`src/verilog/aiss_pkg.sv`:
```
`default_nettype none
package aiss_pkg;

   // Geometry
   localparam int AISS_DW = 16;
   localparam int AISS_AW = 4;
   localparam int AISS_NCH = 32;

   // Register offsets
   localparam logic [3:0] OFF_SAMPLE_SEL = 4'h0;
   localparam logic [3:0] OFF_BGREF_EN   = 4'h1;
   localparam logic [3:0] OFF_HIT_LOW    = 4'h2;
   localparam logic [3:0] OFF_SCAN_HIGH  = 4'h3;
   localparam logic [3:0] OFF_SCAN_LOW   = 4'h4;
   localparam logic [3:0] OFF_CHG_HIGH   = 4'h5;
   localparam logic [3:0] OFF_CHG_LOW    = 4'h6;
   localparam logic [3:0] OFF_CONTROL    = 4'h7;
   localparam logic [3:0] OFF_THR_LOW    = 4'h8;
   localparam logic [3:0] OFF_THR_HIGH   = 4'h9;
   localparam logic [3:0] OFF_IRQ_STAT   = 4'ha;
   localparam logic [3:0] OFF_IRQ_MASK   = 4'hb;

   // Reset value
   localparam logic [15:0] RST_WORD = 16'h0000;

   // Select fields
   localparam int NEG_B_LSB = 13;
   localparam int POS_B_LSB = 8;
   localparam int NEG_A_LSB = 5;
   localparam int POS_A_LSB = 0;

   // Input select codes
   localparam logic [2:0] NEG_AVSS     = 3'h0;
   localparam logic [4:0] POS_LAST_PIN = 5'h0d;
   localparam logic [4:0] POS_TEMP     = 5'h0e;
   localparam logic [4:0] POS_CHARGE   = 5'h0f;
   localparam logic [4:0] POS_BANDGAP  = 5'h1c;
   localparam logic [4:0] POS_AVSS     = 5'h1d;
   localparam logic [4:0] POS_AVDD     = 5'h1e;

   // Control register fields
   localparam int CTL_ASCAN_BIT = 15;
   localparam int CTL_ALT_BIT   = 10;
   localparam int CTL_CM_LSB    = 8;
   localparam int CTL_DIV_LSB   = 0;

   // Status bits
   localparam int IRQ_HIT  = 0;
   localparam int IRQ_WRAP = 1;
   localparam int IRQ_REF  = 2;

   // Variant and bit masks
   localparam int PKG_PINS   = 48;
   localparam int SMALL_PINS = 28;
   localparam int LARGE_PINS = 64;
   localparam logic [15:0] BGREF_MASK     = 16'h0007;
   localparam logic [15:0] HIT_MASK_FULL  = 16'h3fff;
   localparam logic [15:0] HIT_MASK_SMALL = 16'h03ff;
   localparam logic [15:0] SCANH_MASK     = 16'h1f00;
   localparam logic [15:0] CHGH_MASK_FULL = 16'h73ff;
   localparam logic [15:0] CHGH_MASK_BIG  = 16'h7300;
   localparam logic [15:0] CTL_MASK       = 16'h87ff;
   localparam logic [15:0] THR_MASK       = 16'h0fff;
   localparam logic [15:0] IRQ_MASK_ALL   = 16'h0007;

   // Timing
   localparam int MCLK_NS = 25;
   localparam int REF_STARTUP_NS = 1000000;
   localparam int REF_STARTUP_CYCLES = REF_STARTUP_NS / MCLK_NS;
   localparam int TCY_MCLKS = 2;

   typedef enum logic [1:0] {
      CM_LESS,
      CM_GREATER,
      CM_INSIDE,
      CM_OUTSIDE
   } aiss_cmp_mode_t;

endpackage
`default_nettype wire

```
`src/verilog/aiss_scan_if.sv`:
```
`timescale 1ns/1ps
`default_nettype none
interface aiss_scan_if;
   logic [31:0] mask;
   logic [4:0]  cur;
   logic [4:0]  nxt;
   logic [4:0]  first;
   logic        wrap;
   modport req  (output mask, output cur, input nxt, input first,
                 input wrap);
   modport calc (input mask, input cur, output nxt, output first,
                 output wrap);
endinterface
`default_nettype wire

```
`src/verilog/aiss_scan_next.sv`:
```
`timescale 1ns/1ps
`default_nettype none
module aiss_scan_next
   import aiss_pkg::*;
(
   // Scan request and answer
   aiss_scan_if.calc scan
);
   logic above;

   // Downward walk ends on the lowest hit
   always_comb begin
      above = 1'b0;
      scan.nxt = scan.cur;
      scan.first = scan.cur;
      for (int i = AISS_NCH - 1; i >= 0; i--) begin
         if (scan.mask[i]) begin
            scan.first = 5'(i);
            if (5'(i) > scan.cur) begin
               scan.nxt = 5'(i);
               above = 1'b1;
            end
         end
      end
      if (!above) begin
         scan.nxt = scan.first; // see RULE19
      end
      scan.wrap = !above;
   end
endmodule
`default_nettype wire

```
`src/verilog/aiss_conv_clk.sv`:
```
`timescale 1ns/1ps
`default_nettype none
module aiss_conv_clk
   import aiss_pkg::*;
(
   // Clock and reset
   input  wire logic       mclk,
   input  wire logic       rst,
   // Divider setting and tick
   input  wire logic [7:0] divider,
   output var  logic       tad_tick
);
   logic [8:0] cnt_reg;
   logic [8:0] cnt_next;
   logic [8:0] limit;
   logic       at_limit;

   // Two mclk per instruction cycle
   assign limit = 9'(TCY_MCLKS * (int'(divider) + 1) - 1); // see RULE15
   assign at_limit = (cnt_reg >= limit);
   assign cnt_next = at_limit ? 9'h000 : cnt_reg + 9'h001;

   always_ff @(posedge mclk or posedge rst) begin
      if (rst) begin
         cnt_reg <= 9'h000;
         tad_tick <= 1'b0;
      end else begin
         cnt_reg <= cnt_next;
         tad_tick <= at_limit;
      end
   end
endmodule
`default_nettype wire

```
`src/verilog/aiss_regs.sv`:
```
//Contract
//RULE1: B negative select, bits 15-13: 000 ground, others unimplemented.
//RULE2: B positive select, bits 12-8: codes 0..01101 route pins 0..13.
//RULE3: 1e/1d/1c pick supply/ground/band-gap, unbuffered; 10-1b reserved.
//RULE4: 0f charge unit, 0e temperature sensor; no pin connected.
//RULE5: Sample A selectors in low byte decode like the sample B ones.
//RULE6: Reference enables: bit2 converter, bit1 charge/comparator, bit0 core.
//RULE7: A requested reference comes up after ~1 ms unless enabled beforehand.
//RULE8: Hit register has fourteen channel flags; bits 15-14 read zero.
//RULE9: Compare mode 11 sets hit flag on buffer write or match.
//RULE10: Other compare modes set hit flag only on a match.
//RULE11: Smallest package lacks hit flags for channels 10 to 13.
//RULE12: Scan mask bit one includes its channel; low word 0-15, high 24-28.
//RULE13: Charge enable bit links the charge unit while its channel converts.
//RULE14: Largest package lacks charge enable bits for channels 16 to 23.
//RULE15: Conversion clock period is instruction cycle times divider plus one.
//RULE16: Alternate mode uses sample A then sample B; otherwise always sample A.
//RULE17: Compare mode: 00 less, 01 greater, 10 inside window, 11 outside.
//RULE18: Scan masks act only while auto-scan is on.
//RULE19: Auto-scan visits included channels ascending, wrapping to the lowest.
//
// Decided for this implementation: the register offsets and the plain strobed port.
`timescale 1ns/1ps
`default_nettype none
module aiss_regs
   import aiss_pkg::*;
#(
   parameter int REF_STARTUP_COUNT = REF_STARTUP_CYCLES
)
(
   // Clock and reset
   input  wire logic        mclk,
   input  wire logic        rst,
   // Register port
   input  wire logic [3:0]  reg_addr,
   input  wire logic [15:0] reg_wdata,
   input  wire logic        reg_wr,
   input  wire logic        reg_rd,
   output var  logic [15:0] reg_rdata,
   // Converter core
   input  wire logic        conv_done,
   input  wire logic [11:0] conv_result,
   // Reference requests from other modules
   input  wire logic [2:0]  ref_request,
   // Multiplexer routing
   output var  logic [4:0]  pos_code,
   output var  logic [2:0]  neg_code,
   output var  logic        route_ext_pin,
   output var  logic        route_avdd,
   output var  logic        route_avss,
   output var  logic        route_bandgap,
   output var  logic        route_charge_unit,
   output var  logic        route_temp_sensor,
   output var  logic        route_neg_avss,
   output var  logic        has_result_buf,
   output var  logic        sel_invalid,
   output var  logic        charge_unit_connect,
   // References and conversion clock
   output var  logic [2:0]  ref_enable,
   output var  logic [2:0]  ref_ready,
   output var  logic        tad_tick,
   output var  logic        scan_active,
   // Interrupt
   output var  logic        irq
);
   // Register state
   logic [15:0] sel_reg;
   logic [15:0] bgref_reg;
   logic [15:0] hit_reg;
   logic [15:0] scanh_reg;
   logic [15:0] scanl_reg;
   logic [15:0] chgh_reg;
   logic [15:0] chgl_reg;
   logic [15:0] ctl_reg;
   logic [15:0] thrl_reg;
   logic [15:0] thrh_reg;
   logic [15:0] stat_reg;
   logic [15:0] imask_reg;
   logic [15:0] hit_next;
   logic [15:0] stat_next;
   logic        sample_b_reg;
   logic [4:0]  scan_ch_reg;
   logic [2:0]  ref_ready_prev_reg;

   // Address decode
   logic        wr_sel;
   logic        wr_bgref;
   logic        wr_hit;
   logic        wr_scanh;
   logic        wr_scanl;
   logic        wr_chgh;
   logic        wr_chgl;
   logic        wr_ctl;
   logic        wr_thrl;
   logic        wr_thrh;
   logic        wr_stat;
   logic        wr_imask;
   logic [15:0] rd_mux;

   assign wr_sel   = reg_wr && (reg_addr == OFF_SAMPLE_SEL);
   assign wr_bgref = reg_wr && (reg_addr == OFF_BGREF_EN);
   assign wr_hit   = reg_wr && (reg_addr == OFF_HIT_LOW);
   assign wr_scanh = reg_wr && (reg_addr == OFF_SCAN_HIGH);
   assign wr_scanl = reg_wr && (reg_addr == OFF_SCAN_LOW);
   assign wr_chgh  = reg_wr && (reg_addr == OFF_CHG_HIGH);
   assign wr_chgl  = reg_wr && (reg_addr == OFF_CHG_LOW);
   assign wr_ctl   = reg_wr && (reg_addr == OFF_CONTROL);
   assign wr_thrl  = reg_wr && (reg_addr == OFF_THR_LOW);
   assign wr_thrh  = reg_wr && (reg_addr == OFF_THR_HIGH);
   assign wr_stat  = reg_wr && (reg_addr == OFF_IRQ_STAT);
   assign wr_imask = reg_wr && (reg_addr == OFF_IRQ_MASK);

   // Package variant masks
   logic [15:0] hit_mask;
   logic [15:0] chgh_mask;

   assign hit_mask = (PKG_PINS == SMALL_PINS) ? HIT_MASK_SMALL
      : HIT_MASK_FULL; // see RULE8 see RULE11
   assign chgh_mask = (PKG_PINS == LARGE_PINS) ? CHGH_MASK_BIG
                                               : CHGH_MASK_FULL; // see RULE14

   // Control fields
   logic           ascan_on;
   logic           alt_mode;
   aiss_cmp_mode_t cmp_mode;
   logic [7:0]     div_val;

   assign ascan_on = ctl_reg[CTL_ASCAN_BIT];
   assign alt_mode = ctl_reg[CTL_ALT_BIT];
   assign cmp_mode = aiss_cmp_mode_t'(ctl_reg[CTL_CM_LSB +: 2]);
   assign div_val  = ctl_reg[CTL_DIV_LSB +: 8];

   // Per-channel vectors
   logic [31:0] scan_vec;
   logic [31:0] chg_vec;

   assign scan_vec = {3'h0, scanh_reg[12:8], 8'h00, scanl_reg}; // see RULE12
   assign chg_vec = {1'b0, chgh_reg[14:12], 2'h0, chgh_reg[9:0],
                     chgl_reg}; // see RULE13

   // Scan order
   aiss_scan_if scan ();

   assign scan.mask = ascan_on ? scan_vec : 32'h0000_0000; // see RULE18
   assign scan.cur = scan_ch_reg;

   aiss_scan_next u_scan_next (
      .scan (scan.calc)
   );

   // Channel selection
   logic [4:0] pos_a;
   logic [4:0] pos_b;
   logic [2:0] neg_a;
   logic [2:0] neg_b;
   logic       use_b;
   logic       scan_live;
   logic [4:0] cur_pos;
   logic [2:0] cur_neg;

   assign pos_b = sel_reg[POS_B_LSB +: 5]; // see RULE2
   assign neg_b = sel_reg[NEG_B_LSB +: 3]; // see RULE1
   assign pos_a = sel_reg[POS_A_LSB +: 5]; // see RULE5
   assign neg_a = sel_reg[NEG_A_LSB +: 3]; // see RULE5
   assign use_b = alt_mode && sample_b_reg; // see RULE16
   assign scan_live = ascan_on && (scan_vec != 32'h0000_0000);
   assign cur_pos = scan_live ? scan_ch_reg : (use_b ? pos_b : pos_a);
   assign cur_neg = use_b ? neg_b : neg_a;

   // Input code decode
   logic dec_ext;
   logic dec_avdd;
   logic dec_avss;
   logic dec_bg;
   logic dec_charge;
   logic dec_temp;
   logic dec_neg_ok;
   logic dec_buf;

   assign dec_ext    = (cur_pos <= POS_LAST_PIN); // see RULE2
   assign dec_avdd   = (cur_pos == POS_AVDD); // see RULE3
   assign dec_avss   = (cur_pos == POS_AVSS); // see RULE3
   assign dec_bg     = (cur_pos == POS_BANDGAP); // see RULE3
   assign dec_charge = (cur_pos == POS_CHARGE); // see RULE4
   assign dec_temp   = (cur_pos == POS_TEMP); // see RULE4
   assign dec_neg_ok = (cur_neg == NEG_AVSS); // see RULE1
   // Only external pins own a result buffer
   assign dec_buf = dec_ext; // see RULE3

   // Threshold compare
   logic [11:0] thr_lo;
   logic [11:0] thr_hi;
   logic        below;
   logic        over;
   logic        match;

   assign thr_lo = thrl_reg[11:0];
   assign thr_hi = thrh_reg[11:0];
   assign below = (conv_result < thr_lo);
   assign over  = (conv_result > thr_hi);

   always_comb begin
      unique case (cmp_mode) // see RULE17
         CM_LESS:    match = below;
         CM_GREATER: match = (conv_result > thr_lo);
         CM_INSIDE:  match = !below && !over;
         CM_OUTSIDE: match = below || over;
      endcase
   end

   // Hit flag events
   logic        hit_cause;
   logic [15:0] hit_set;

   assign hit_cause = conv_done && dec_buf &&
      (match || (cmp_mode == CM_OUTSIDE)); // see RULE9 see RULE10
   assign hit_set = hit_cause ? (16'h0001 << cur_pos[3:0]) & hit_mask
                              : 16'h0000;
   // Hardware set wins over a same-cycle software write
   assign hit_next = (wr_hit ? (reg_wdata & hit_mask) : hit_reg)
                     | hit_set; // see RULE8

   // Reference warm-up counters
   logic [2:0] ref_on;
   logic [2:0] ref_done;

   genvar g;
   generate
      for (g = 0; g < 3; g++) begin : g_ref
         logic [15:0] warm_reg;
         assign ref_on[g] = bgref_reg[g] || ref_request[g]; // see RULE6
         assign ref_done[g] = ref_on[g] &&
                              (warm_reg >= 16'(REF_STARTUP_COUNT));
         always_ff @(posedge mclk or posedge rst) begin
            if (rst) begin
               warm_reg <= 16'h0000;
            end else if (!ref_on[g]) begin
               warm_reg <= 16'h0000;
            end else if (!ref_done[g]) begin
               warm_reg <= warm_reg + 16'h0001; // see RULE7
            end
         end
      end
   endgenerate

   // Interrupt events
   logic [15:0] events;
   logic [15:0] stat_clr;

   assign events = {13'h0000,
                    |(ref_done & ~ref_ready_prev_reg),
                    conv_done && scan_live && scan.wrap,
                    |hit_set};
   assign stat_clr = wr_stat ? (reg_wdata & IRQ_MASK_ALL) : 16'h0000;
   assign stat_next = (stat_reg & ~stat_clr) | events;

   // Conversion clock
   aiss_conv_clk u_conv_clk (
      .mclk     (mclk),
      .rst      (rst),
      .divider  (div_val),
      .tad_tick (tad_tick)
   );

   // Read multiplexer
   always_comb begin
      unique case (reg_addr)
         OFF_SAMPLE_SEL: rd_mux = sel_reg;
         OFF_BGREF_EN:   rd_mux = bgref_reg;
         OFF_HIT_LOW:    rd_mux = hit_reg;
         OFF_SCAN_HIGH:  rd_mux = scanh_reg;
         OFF_SCAN_LOW:   rd_mux = scanl_reg;
         OFF_CHG_HIGH:   rd_mux = chgh_reg;
         OFF_CHG_LOW:    rd_mux = chgl_reg;
         OFF_CONTROL:    rd_mux = ctl_reg;
         OFF_THR_LOW:    rd_mux = thrl_reg;
         OFF_THR_HIGH:   rd_mux = thrh_reg;
         OFF_IRQ_STAT:   rd_mux = stat_reg;
         OFF_IRQ_MASK:   rd_mux = imask_reg;
         default:        rd_mux = 16'h0000;
      endcase
   end

   // Software registers
   always_ff @(posedge mclk or posedge rst) begin
      if (rst) begin
         sel_reg   <= RST_WORD;
         bgref_reg <= RST_WORD;
         scanh_reg <= RST_WORD;
         scanl_reg <= RST_WORD;
         chgh_reg  <= RST_WORD;
         chgl_reg  <= RST_WORD;
         ctl_reg   <= RST_WORD;
         thrl_reg  <= RST_WORD;
         thrh_reg  <= RST_WORD;
         imask_reg <= RST_WORD;
      end else begin
         if (wr_sel)   sel_reg   <= reg_wdata;
         if (wr_bgref) bgref_reg <= reg_wdata & BGREF_MASK; // see RULE6
         if (wr_scanh) scanh_reg <= reg_wdata & SCANH_MASK; // see RULE12
         if (wr_scanl) scanl_reg <= reg_wdata;
         if (wr_chgh)  chgh_reg  <= reg_wdata & chgh_mask; // see RULE13
         if (wr_chgl)  chgl_reg  <= reg_wdata;
         if (wr_ctl)   ctl_reg   <= reg_wdata & CTL_MASK;
         if (wr_thrl)  thrl_reg  <= reg_wdata & THR_MASK;
         if (wr_thrh)  thrh_reg  <= reg_wdata & THR_MASK;
         if (wr_imask) imask_reg <= reg_wdata & IRQ_MASK_ALL;
      end
   end

   // Hardware-updated state
   always_ff @(posedge mclk or posedge rst) begin
      if (rst) begin
         hit_reg <= RST_WORD;
         stat_reg <= RST_WORD;
         irq <= 1'b0;
         reg_rdata <= 16'h0000;
         ref_ready_prev_reg <= 3'h0;
      end else begin
         hit_reg <= hit_next;
         stat_reg <= stat_next;
         irq <= |(stat_next & imask_reg);
         reg_rdata <= reg_rd ? rd_mux : 16'h0000;
         ref_ready_prev_reg <= ref_done;
      end
   end

   // Sample and scan position
   always_ff @(posedge mclk or posedge rst) begin
      if (rst) begin
         sample_b_reg <= 1'b0;
         scan_ch_reg <= 5'h00;
      end else begin
         if (!alt_mode) begin
            sample_b_reg <= 1'b0; // see RULE16
         end else if (conv_done) begin
            sample_b_reg <= !sample_b_reg;
         end
         if (!scan_live) begin
            scan_ch_reg <= scan.first;
         end else if (conv_done || !scan_vec[scan_ch_reg]) begin
            scan_ch_reg <= scan.nxt; // see RULE19
         end
      end
   end

   // Routing outputs
   always_ff @(posedge mclk or posedge rst) begin
      if (rst) begin
         pos_code <= 5'h00;
         neg_code <= 3'h0;
         route_ext_pin <= 1'b0;
         route_avdd <= 1'b0;
         route_avss <= 1'b0;
         route_bandgap <= 1'b0;
         route_charge_unit <= 1'b0;
         route_temp_sensor <= 1'b0;
         route_neg_avss <= 1'b0;
         has_result_buf <= 1'b0;
         sel_invalid <= 1'b0;
         charge_unit_connect <= 1'b0;
         ref_enable <= 3'h0;
         ref_ready <= 3'h0;
         scan_active <= 1'b0;
      end else begin
         pos_code <= cur_pos;
         neg_code <= cur_neg;
         route_ext_pin <= dec_ext;
         route_avdd <= dec_avdd;
         route_avss <= dec_avss;
         route_bandgap <= dec_bg;
         route_charge_unit <= dec_charge;
         route_temp_sensor <= dec_temp;
         route_neg_avss <= dec_neg_ok; // see RULE1
         has_result_buf <= dec_buf;
         // Reserved or unimplemented codes
         sel_invalid <= !(dec_ext || dec_avdd || dec_avss || dec_bg ||
            dec_charge || dec_temp) || !dec_neg_ok; // see RULE3
         charge_unit_connect <= chg_vec[cur_pos]; // see RULE13
         ref_enable <= ref_on;
         ref_ready <= ref_done;
         scan_active <= scan_live;
      end
   end
endmodule
`default_nettype wire

```
`config.mk`:
```
export PLATFORM = sky130hd
export DESIGN_NAME = aiss_regs
export DESIGN_NICKNAME = d
export VERILOG_FILES = /design/src/verilog/aiss_pkg.sv /design/src/verilog/aiss_scan_if.sv /design/src/verilog/aiss_scan_next.sv /design/src/verilog/aiss_conv_clk.sv /design/src/verilog/aiss_regs.sv
export SDC_FILE = /design/constraint.sdc
export NUM_CORES = 1
export LEC_CHECK = 0
export BUFFER_PORTS_ARGS = -buffer_cell sky130_fd_sc_hd__buf_2
export CAP_MARGIN = 40
export CORE_MARGIN = 5
export CORE_UTILIZATION = 30
export DETAILED_ROUTE_END_ITERATION = 8
export SYNTH_ARGS = -nofsm -noshare
export SYNTH_HDL_FRONTEND = slang
export SYNTH_SLANG_ARGS = --single-unit
export TNS_END_PERCENT = 30
```
`constraint.sdc`:
```
create_clock -name mclk -period 10.1 [get_ports mclk]
set_input_delay 0.505 -clock mclk [delete_from_list [all_inputs] [get_ports mclk]]
set_output_delay 0.505 -clock mclk [all_outputs]
set_load 0.005 [all_outputs]
```
==> results of run 1 <==
==> power by group through the flow <==
stage               clock network [mW]  logic, mW  registers [mW]
finish                            1.07       1.12            1.41
global route                      1.13       1.22            1.43
CTS                               1.09       1.10            1.40
detailed placement                   0       1.10            1.42
global placement                     0       1.06            1.43
floorplan                            0      0.845            1.26
==> logic make-up after synthesis <==
| family | count (synthesis) |
|---|---|
| fa+ha+maj | 40 |
| compound gates | 286 |
| mux | 136 |
| flops | 230 |
| simple gates | 379 |
| buf+inv | 127 |
| xor+xnor | 55 |
==> cell usage after synthesis, types with 19 or more instances <==
cell type | count | area [um2]
dfrtp_1 | 230 | 5756
nor2_1 | 132 | 495.5
mux2_2 | 112 | 1261
nand2_1 | 86 | 322.8
inv_1 | 58 | 217.7
clkbuf_1 | 55 | 206.5
a21oi_1 | 52 | 260.3
o21ai_0 | 43 | 215.2
ha_1 | 40 | 500.5
a22oi_1 | 37 | 277.8
xor2_1 | 36 | 315.3
nor3_1 | 28 | 140.1
nand3_1 | 27 | 135.1
xnor2_1 | 19 | 166.4
==> per-stage QoR <==
| stage | power (mW) | cells |
|---|---|---|
| after floorplan | 2.102 | 1253 |
| after global placement | 2.481 | 1825 |
| after detailed placement | 2.514 | 1830 |
| after CTS | 3.598 | 1878 |
| after global routing | 3.782 | 1878 |
| final | 3.591 | 1878 |
==> critical path, cell delays in order (launching register included) <==
cell	delay [ns]
dfrtp_1	0.48
or4_1	0.62
o41ai_1	0.48
a21oi_1	0.15
a21oi_2	0.47
inv_1	0.41
a2111oi_0	0.44
a311oi_1	0.08
or3_1	0.37
o22a_1	0.20
==> per-layer routing <==
layer,vias up,GRT usage [%]
li1,4706,-
met1,5253,23.83
met2,468,27.36
met3,98,3.589
met4,2,6.123
met5,-,0
==> how the worst max path moves through the flow <==
stage / end / slack, ns / cells past startpoint
after floorplan: bgref_reg[0] / 3.29 / 1
after global placement: charge_unit_connect / 6.48 / 9
after detailed placement: charge_unit_connect / 6.35 / 9
after CTS: charge_unit_connect / 6.35 / 9
after global routing: charge_unit_connect / 6.09 / 9
final: charge_unit_connect / 6.30 / 9
==> area by class of cell <==
class                   instances  area, um2
clock inverters                11      187.7
multi-input cells             896       6391
flip-flops and latches        230       5756
repair buffers                105      628.1
inverters                      60      235.2
fillers                      4234      27190
well taps                     539      674.4
clock buffers                  37      794.5
==> key figures, run 1 <==
Critical path
  • Worst-case reg-to-reg path depth: 9
  • Critical path launch point: scanl_reg[15]
  • WS Path Type: reg2reg
  • R2r setup slk: 6.30 ns
  • R2r startpoint: scanl_reg[15]
  • End of the worst register-to-register path: charge_unit_connect
  • Crit. End Element: flip-flop
  • Max FO, Critical Path: 14
  • Worst Path Arrival: 4.26 ns
  • Setup crit start kind: flip-flop
  • CP required: 10.56 ns

Synthesis
  • Syn avg cell area: 10.08 um2
  • Synth Area in Compound Gates: 15.90%
  • Synthesized flop and latch total: 230
  • Synth Area in XOR/XNOR: 3.813%
  • Ys Warns: 0
  • Post-synthesis instance total: 1253
  • Simple-gate share of the synthesized area: 14.34%
  • Post-synth EDFFs: 0
  • Mapped cell area: 0.01263 mm2
  • Largest family of logic cells by synthesized area: compound AO/OA/AOI/OAI gates
  • Adder-Cell Fraction of Synth Area: 3.961%
  • Ys flop type: dfrtp_1
  • Mux contribution to synthesized area: 12.48%
  • Async SR Flop Fraction: 100.0%
  • Mapped Nets: 1333
  • Synth cell types: 77
  • Seq/Total Area, Yosys: 45.55%

STA
  • Final setup vio count: 0
  • RSZ-0062 raised after global routing: false
  • Slew Viols, Final: 0
  • Clock Skews: 0.01979 ns
  • Worst slew margin: 38.62%
  • TNS Setup: 0 ns
  • Tightest Pin Transition: 0.9185 ns
  • Final Worst Setup Slack: 6.297 ns
  • Max Clk Rate: 0.2629 GHz
  • Final Critical Period: 3.803 ns
  • Final Hold Viols: 0
  • Hold Worst Slack: 0.08711 ns
  • Final Cycle Share: 37.66%

Die
  • Initial Utilization: 30.19%
  • Die W: 215.2 um
  • Core area: 0.04185 mm2
  • Die ar.: 0.04632 mm2
  • Ports: 83
  • Die H: 215.2 um
  • Row cnt: 75

CTS
  • Bufs on Longest Clock Path: 3
  • Later-pin clock latency in the skew report: 0.57 ns
  • Reg clk slew, reported paths: 0.06 ns
  • H-tree depth: 1
  • CTS tree: done
  • Hold buffers post-CTS: 0
  • Sink Count: 230
  • Num CTS Buffers: 28
  • CTS resizes: 0
  • Setup Buffers After CTS: 0
  • Root Driver: clkbuf_16

Routing
  • Met1 wire length: 17510 um
  • Via count: 10530
  • DR pass1 iterations: 6
  • Max layer used: met5
  • Antenna-violating nets left: 0
  • Vias per cell: 5.605
  • Routed wire length on met3: 3500 um
  • WL final: 41480 um
  • # DRC: 0
  • WL met2: 18710 um
  • Routed len/inst: 22.09 um
  • Drt first-iter violations: 914

Layout
  • Ratio of cells with drive above 1 in the final layout: 21.51%
  • N_diodes: 0
  • Max reg flops: 48
  • Fin area: 0.01467 mm2
  • Area grow syn2layout: 16.08%
  • Commonest non-fill, non-tap cell in the layout: dfrtp_1
  • Nets@finish: 1401
  • Core Util, Final: 35.04%
  • Most frequent cells in the layout: dfrtp_1 (230), nor2_1 (132), mux2_2 (112)

Placement
  • DP Wirelength: 30120 um
  • GPL Wtd Cong: 0.9474
  • Placement Cell Area: 0.01368 mm2
  • Setup WS pre-CTS: 6.355 ns
  • I/O Buffers: 82

Run
  • Max-Cap Viols: 0

Power and ir drop
  • Sw Ratio: 37.04%
  • Sw Pwr: 1.330 mW
  • Sequential share of power: 39.3%
  • Peak supply drop: 0.1327 mV
  • Clock network power share: 29.7%
  • Int Pwr: 2.261 mW
  • Pleak: 6.452 nW
  • P per Cell Area: 244.8 mW/mm2
  • Combinational share of power: 31.1%

Global routing
  • Tot GR Track Use: 17.37%
  • Grt ovf: 0
  • Vias in the first global route: 10340
  • First-pass GRT wire length: 63800 um
  • Number of antenna violations at the first check in global routing: 2
  • Largest net degree at the start of global routing: 102

Hold path
  • Min-delay worst type: in2async

Outcome
  • Status: completed
(Power assumes the default switching activity.)
==> run 2: changes to the inputs <==
==> constraint.sdc (replaced) <==
create_clock -name mclk -period 3.09 [get_ports mclk]
set_input_delay 0.1545 -clock mclk [delete_from_list [all_inputs] [get_ports mclk]]
set_output_delay 0.1545 -clock mclk [all_outputs]
set_load 0.005 [all_outputs]
==> run 2 against run 1 <==
  * Sequential share of layout area fell by 1.7 points
  * Combinational power increased to 3.9 times the previous value
  * Power grew to 3.4 times the previous value
  * Largest power group unchanged
  * Worst setup slack got worse by 6.3 ns
  * Cell area up 4.5%
  * Global-route usage is 0.44 points higher
  * Critical path type unchanged
  * Non-clock buffer count grew 76
==> key figures, run 2 (synthesis gave the netlist of run 1 again) <==
Critical path
  • Crit. End Element: flip-flop
  • Max FO, Critical Path: 7 (-7)
  • Setup crit start kind: flip-flop
  • WS Path Type: reg2reg
  • CP required: 3.55 ns (-7.01 ns)
  • Worst Path Arrival: 3.51 ns (-0.75 ns)
  • Crit-path cells: or4_4 > o41a_1 > nor2_4 > clkinv_4 > a21oi_4 > buf_12 > nor2_2 > a2111oi_4 > buf_4 > nand3_4 > o31ai_2
  • Slowest CP cell: or4_4
  • Worst path max stage delay: 0.57 ns (-0.05 ns)

Die
  • Core area: 0.04185 mm2 (unchanged)
  • Die ar.: 0.04632 mm2 (unchanged)
  • Row cnt: 75 (unchanged)
  • Die H: 215.2 um (unchanged)
  • Initial Utilization: 30.19% (unchanged)
  • Ports: 83 (unchanged)
  • Die W: 215.2 um (unchanged)

Global routing
  • Met1 usage: 24.25% (+0.42 points)
  • Number of antenna violations at the first check in global routing: 1 (-1)
  • First-pass GRT wire length: 65820 um (+3.2%)
  • M2 GR Usage: 29.17% (+1.8 points)
  • Largest net degree at the start of global routing: 53 (-48%)
  • Grt ovf: 0 (unchanged)
  • Vias in the first global route: 10630 (+2.8%)
  • Most used routing layer: met2
  • Tot GR Track Use: 17.80% (+0.44 points)
  • GR Layer Usage met3: 2.406% (-1.2 points)

Routing
  • Drt first-iter violations: 1009 (+10%)
  • # DRC: 0 (unchanged)
  • Via count: 10700 (+1.6%)
  • DR pass1 iterations: 5 (-1)
  • Routed len/inst: 21.91 um (-0.81%)
  • Antenna-violating nets left: 0 (unchanged)
  • Vias per cell: 5.474 (-2.3%)
  • WL final: 42810 um (+3.2%)

STA
  • Clock Skews: 0.02404 ns (+0.004256 ns)
  • RSZ-0062 raised after global routing: true
  • Slew Viols, Final: 0 (unchanged)
  • Final setup vio count: 0 (unchanged)
  • Worst slew margin: 45.91% (+7.3 points)
  • TNS Setup: 0 ns (unchanged)
  • Final Critical Period: 3.048 ns (-0.7554 ns)
  • Final Worst Setup Slack: 0.04198 ns (-6.255 ns)
  • Max Clk Rate: 0.3281 GHz (+25%)
  • Final Hold Viols: 0 (unchanged)
  • Final Cycle Share: 98.64% (+61 points)
  • Tightest Pin Transition: 0.8094 ns (-0.1090 ns)
  • Hold Worst Slack: 0.01823 ns (-0.06888 ns)

CTS
  • Sink Count: 230 (unchanged)
  • Num CTS Buffers: 26 (-7.1%)
  • Root Driver: clkbuf_16
  • Reg clk slew, reported paths: 0.07 ns (about the same)
  • Later-pin clock latency in the skew report: 0.57 ns (about the same)
  • Bufs on Longest Clock Path: 3 (unchanged)
  • H-tree depth: 1 (unchanged)
  • CTS tree: done

Layout
  • Area grow syn2layout: 21.27%
  • Core Util, Final: 36.61% (+1.6 points)
  • Max reg flops: 48 (unchanged)
  • Commonest non-fill, non-tap cell in the layout: dfrtp_1
  • Nets@finish: 1475 (+5.3%)
  • N_diodes: 0 (unchanged)
  • Most frequent cells in the layout: dfrtp_1 (230), nor2_1 (131), mux2_2 (112)
  • Ratio of cells with drive above 1 in the final layout: 25.51% (+4.0 points)

Power and ir drop
  • Sw Pwr: 4.495 mW (+240%)
  • Peak supply drop: 0.5304 mV (+300%)
  • Tot Pwr: 12.07 mW (+240%)
  • Int Pwr: 7.578 mW (+240%)
  • Pleak: 6.805 nW (+5.5%)
  • Combinational share of power: 35.9% (+4.8 points)
  • P per Cell Area: 787.9 mW/mm2 (+220%)
  • Clock network power share: 27.1% (-2.6 points)
  • Sequential share of power: 36.9% (-2.4 points)
  • Sw Ratio: 37.23% (+0.19 points)

Hold path
  • Min-delay worst type: in2reg

Placement
  • I/O Buffers: 82 (unchanged)
  • Setup WS pre-CTS: 0.04022 ns (-6.314 ns)
  • GPL Wtd Cong: 0.9609 (+1.4%)
  • DP Wirelength: 31320 um (+4.0%)

Run
  • Max-Cap Viols: 0 (unchanged)

Outcome
  • Status: completed
==> run 2: cell types whose count changed in the layout (fill, tap and decap cells not counted), moves of 2 or more <==
cell	change
buf_16	-2
dlygate4sd3_1	+9
clkbuf_8	+3
or4_1	-2
bufinv_16	-2
buf_12	+6
buf_4	+62
clkinvlp_4	+3
or4_4	+2
==> run 2: power by group through the flow <==
| stage | clock network [mW] | registers (mW) | logic, mW |
|---|---|---|---|
| floorplan | 0 | 4.11 | 2.76 |
| global placement | 0 | 4.49 | 3.97 |
| detailed placement | 0 | 4.49 | 4.04 |
| CTS | 3.34 | 4.44 | 4.08 |
| global route | 3.46 | 4.54 | 4.71 |
| finish | 3.28 | 4.46 | 4.34 |
==> run 2: cell type report <==
type / count / area [um2]
Fill cell: 4185 / 26530
Timing Repair Buffer: 181 / 1294
Clock inverter: 9 / 128.9
Inverter: 60 / 234.0
Clock buffer: 39 / 789.5
Sequential cell: 230 / 5756
Tap cell: 539 / 674.4
Multi-Input combinational cell: 896 / 6446
==> run 2: path summary, 6_finish.rpt <==
kind                                       start               endpoint  slack, ns  cells after the start
max                                 scanh_reg[9]             hit_reg[2]       0.04                     11
min                               ref_request[0]          ref_enable[0]       0.02                      4
max reg2reg                         scanh_reg[9]             hit_reg[2]       0.04                     11
min reg2reg                g_ref[2].warm_reg[15]  g_ref[2].warm_reg[15]       0.50                      2
max in group asynchronous                    rst            neg_code[0]       2.16                      5
min in group asynchronous                    rst           thrh_reg[11]       0.13                      3
==> run 2: per-layer routing <==
layer,wire length [um],vias up
met5,13,-
li1,-,4855
met3,2784,93
met1,18240,5282
met4,1723,2
met2,20050,465
==> run 2: through the flow <==
| stage | cells | instance area [um2] |
|---|---|---|
| after floorplan | 1253 | 12640 |
| after global placement | 1883 | 14080 |
| after detailed placement | 1885 | 14120 |
| after CTS | 1942 | 15130 |
| after global routing | 1954 | 15320 |
| final | 1954 | 15320 |
==> run 2: what timing repair did <==
item,4_1_cts,5_1_grt
hold endpoints to repair,156,0
hold buffers,9,0
buffers inserted,0,10
endpoints found under the setup margin,0,27
gates resized for setup,0,13
==> run 2: worst max-delay path: cells and delay by family, from the launching register on <==
family,cells,cell delay [ns]
AND/OR/NAND/NOR,4,0.92
flip-flops,1,0.39
AO/OA/AOI/OAI,4,1.24
buffers and inverters,3,0.42
==> run 3: changes to the inputs <==
--- a/config.mk
+++ b/config.mk
@@ -10,6 +10,7 @@
 export CORE_MARGIN = 5
 export CORE_UTILIZATION = 30
 export DETAILED_ROUTE_END_ITERATION = 8
+export REMOVE_ABC_BUFFERS = 1
 export SYNTH_ARGS = -nofsm -noshare
 export SYNTH_HDL_FRONTEND = slang
 export SYNTH_SLANG_ARGS = --single-unit
==> run 3 against run 2 <==
  * Clock power shrank 2%
  * Worst setup slack better by 0.040 ns
  * Combinational power fell by 4%
  * Register-to-register slack gained 0.04 ns
  * Cell area down 0.68%
  * Sequential power about the same
==> key figures, run 3 (synthesis gave the netlist of run 1 again) <==
STA
  • Max Clk Rate: 0.3324 GHz (+1.3%)
  • RSZ-0062 raised after global routing: true
  • Final Cycle Share: 97.35% (-1.3 points)
  • TNS Setup: 0 ns (unchanged)
  • Slew Viols, Final: 0 (unchanged)
  • Final Hold Viols: 0 (unchanged)
  • Worst slew margin: 38.46% (-7.4 points)
  • Tightest Pin Transition: 0.9208 ns (+0.1114 ns)
  • Final Critical Period: 3.008 ns (-0.03985 ns)
  • Clock Skews: 0.01297 ns (-0.01107 ns)
  • Final setup vio count: 0 (unchanged)

Die
  • Die H: 215.2 um (unchanged)
  • Row cnt: 75 (unchanged)
  • Core area: 0.04185 mm2 (unchanged)
  • Die W: 215.2 um (unchanged)
  • Ports: 83 (unchanged)
  • Die ar.: 0.04632 mm2 (unchanged)
  • Initial Utilization: 30.19% (unchanged)

Placement
  • DP Wirelength: 30700 um (-2.0%)
  • Placement Cell Area: 0.01413 mm2 (about the same)
  • GPL Wtd Cong: 0.9551 (-0.60%)
  • I/O Buffers: 82 (unchanged)

Hold path
  • Hold EP: chgl_reg[4]
  • Hold Startpoint: reg_wdata[4]
  • Min-delay worst type: in2reg
  • WHS Path Cells: 2 (-2)

Routing
  • Routed len/inst: 21.25 um (-3.0%)
  • Vias per cell: 5.504 (+0.55%)
  • # DRC: 0 (unchanged)
  • Drt first-iter violations: 843 (-16%)
  • WL final: 41580 um (-2.9%)
  • Antenna-violating nets left: 0 (unchanged)
  • DR pass1 iterations: 5 (unchanged)
  • Via count: 10770 (+0.70%)

Critical path
  • Buffer and inverter count on the worst path: 2 (-1)
  • Largest delay share family, worst path: compound AO/OA/AOI/OAI gates
  • Slowest CP cell: or4_4
  • Crit-path cells: or4_4 > o41a_1 > nor2_4 > inv_4 > a21oi_4 > nor2_2 > a2111oi_4 > buf_4 > nand3_4 > o31ai_2
  • End of the worst register-to-register path: hit_reg[6]
  • Crit. End Element: flip-flop
  • Setup crit start kind: flip-flop
  • WS Path Type: reg2reg
  • R2r setup slk: 0.08 ns (+0.04 ns)
  • Worst path max stage delay: 0.55 ns (-0.02 ns)
  • Worst-case reg-to-reg path depth: 10 (-1)
  • R2r startpoint: scanl_reg[9]
  • CP required: 3.55 ns (about the same)
  • Worst Path Arrival: 3.47 ns (-0.04 ns)
  • Max FO, Critical Path: 9 (+2)

Layout
  • Commonest non-fill, non-tap cell in the layout: dfrtp_1
  • Area grow syn2layout: 20.45%
  • Fin area: 0.01522 mm2 (-0.68%)
  • Max reg flops: 48 (unchanged)
  • Nets@finish: 1476 (+0.068%)
  • Most frequent cells in the layout: dfrtp_1 (229), nor2_1 (131), mux2_2 (112)
  • Ratio of cells with drive above 1 in the final layout: 25.37% (-0.14 points)

Power and ir drop
  • Peak supply drop: 0.4512 mV (-15%)
  • Pleak: 6.766 nW (-0.57%)
  • P per Cell Area: 779.8 mW/mm2 (-1.0%)

CTS
  • Root Driver: clkbuf_16
  • Sink Count: 230 (unchanged)
  • Reg clk slew, reported paths: 0.06 ns (about the same)
  • H-tree depth: 1 (unchanged)
  • CTS tree: done
  • Bufs on Longest Clock Path: 3 (unchanged)
  • Later-pin clock latency in the skew report: 0.56 ns (about the same)
  • Num CTS Buffers: 27 (+3.8%)

Outcome
  • Status: completed

Global routing
  • Number of antenna violations at the first check in global routing: 6 (+5)
  • Largest net degree at the start of global routing: 99 (+87%)
  • Vias in the first global route: 10550 (-0.80%)
  • Tot GR Track Use: 17.41% (-0.39 points)
  • Grt ovf: 0 (unchanged)
  • First-pass GRT wire length: 64290 um (-2.3%)

Run
  • Max-Cap Viols: 0 (unchanged)
-- run 3: worst max path at each step --
| stage | from | to | cells past startpoint |
|---|---|---|---|
| 2_1_floorplan | rst | bgref_reg[0] | 1 |
| 3_3_place_gp | scanl_reg[9] | sel_invalid | 10 |
| 3_5_place_dp | scanl_reg[9] | hit_reg[13] | 9 |
| 4_1_cts | scanh_reg[8] | charge_unit_connect | 11 |
| 5_1_grt | scanl_reg[9] | hit_reg[6] | 10 |
| 6_report | scanl_reg[9] | hit_reg[6] | 10 |
-- run 3: through the flow --
stage	util, %	setup WS (ns)	power [mW]	cells	hold WS, ns
after global routing	36.35	-0.01987	12.54	1955	0.01402
after global placement	33.73	0.06166	8.460	1890	0.3299
final	36.36	0.08183	11.87	1957	0.01763
after floorplan	-	-3.369	6.745	1186	0.2713
after CTS	36.18	0.03460	11.82	1950	0.002723
after detailed placement	33.76	-0.01969	8.531	1891	0.3402
-- run 3: timing repair --
action / CTS / global route
hold endpoints to repair: 135 / 0
buffers inserted: 0 / 4
hold buffers: 11 / 0
endpoints found under the setup margin: 2 / 22
gates resized for setup: 1 / 10
pin swaps: 0 / 4
-- run 3: per-layer routing --
layer	wire (um)	vias to the layer above	share of wire, %	GRT usage [%]
li1	-	4871	-	-
met4	1136	4	2.7	4.544
met2	19210	425	46	27.75
met3	3230	80	7.8	3.814
met5	21	-	0.051	0
met1	17980	5392	43	24.15
-- run 3: cell type report --
cell class              count  area [um2]
clock buffers              39       780.7
flip-flops and latches    230        5757
clock inverters             9       115.1
repair buffers            181        1214
diodes                      3       7.507
inverters                  60       235.2
fillers                  4207       26630
multi-input cells         896        6435
well taps                 539       674.4
-- run 3: power by group --
group	leakage [nW]	switching [mW]	internal [mW]	total (mW)
clock network	0.437	1.30	1.92	3.22
registers	2.90	0.791	3.68	4.47
logic	3.43	2.30	1.88	4.18
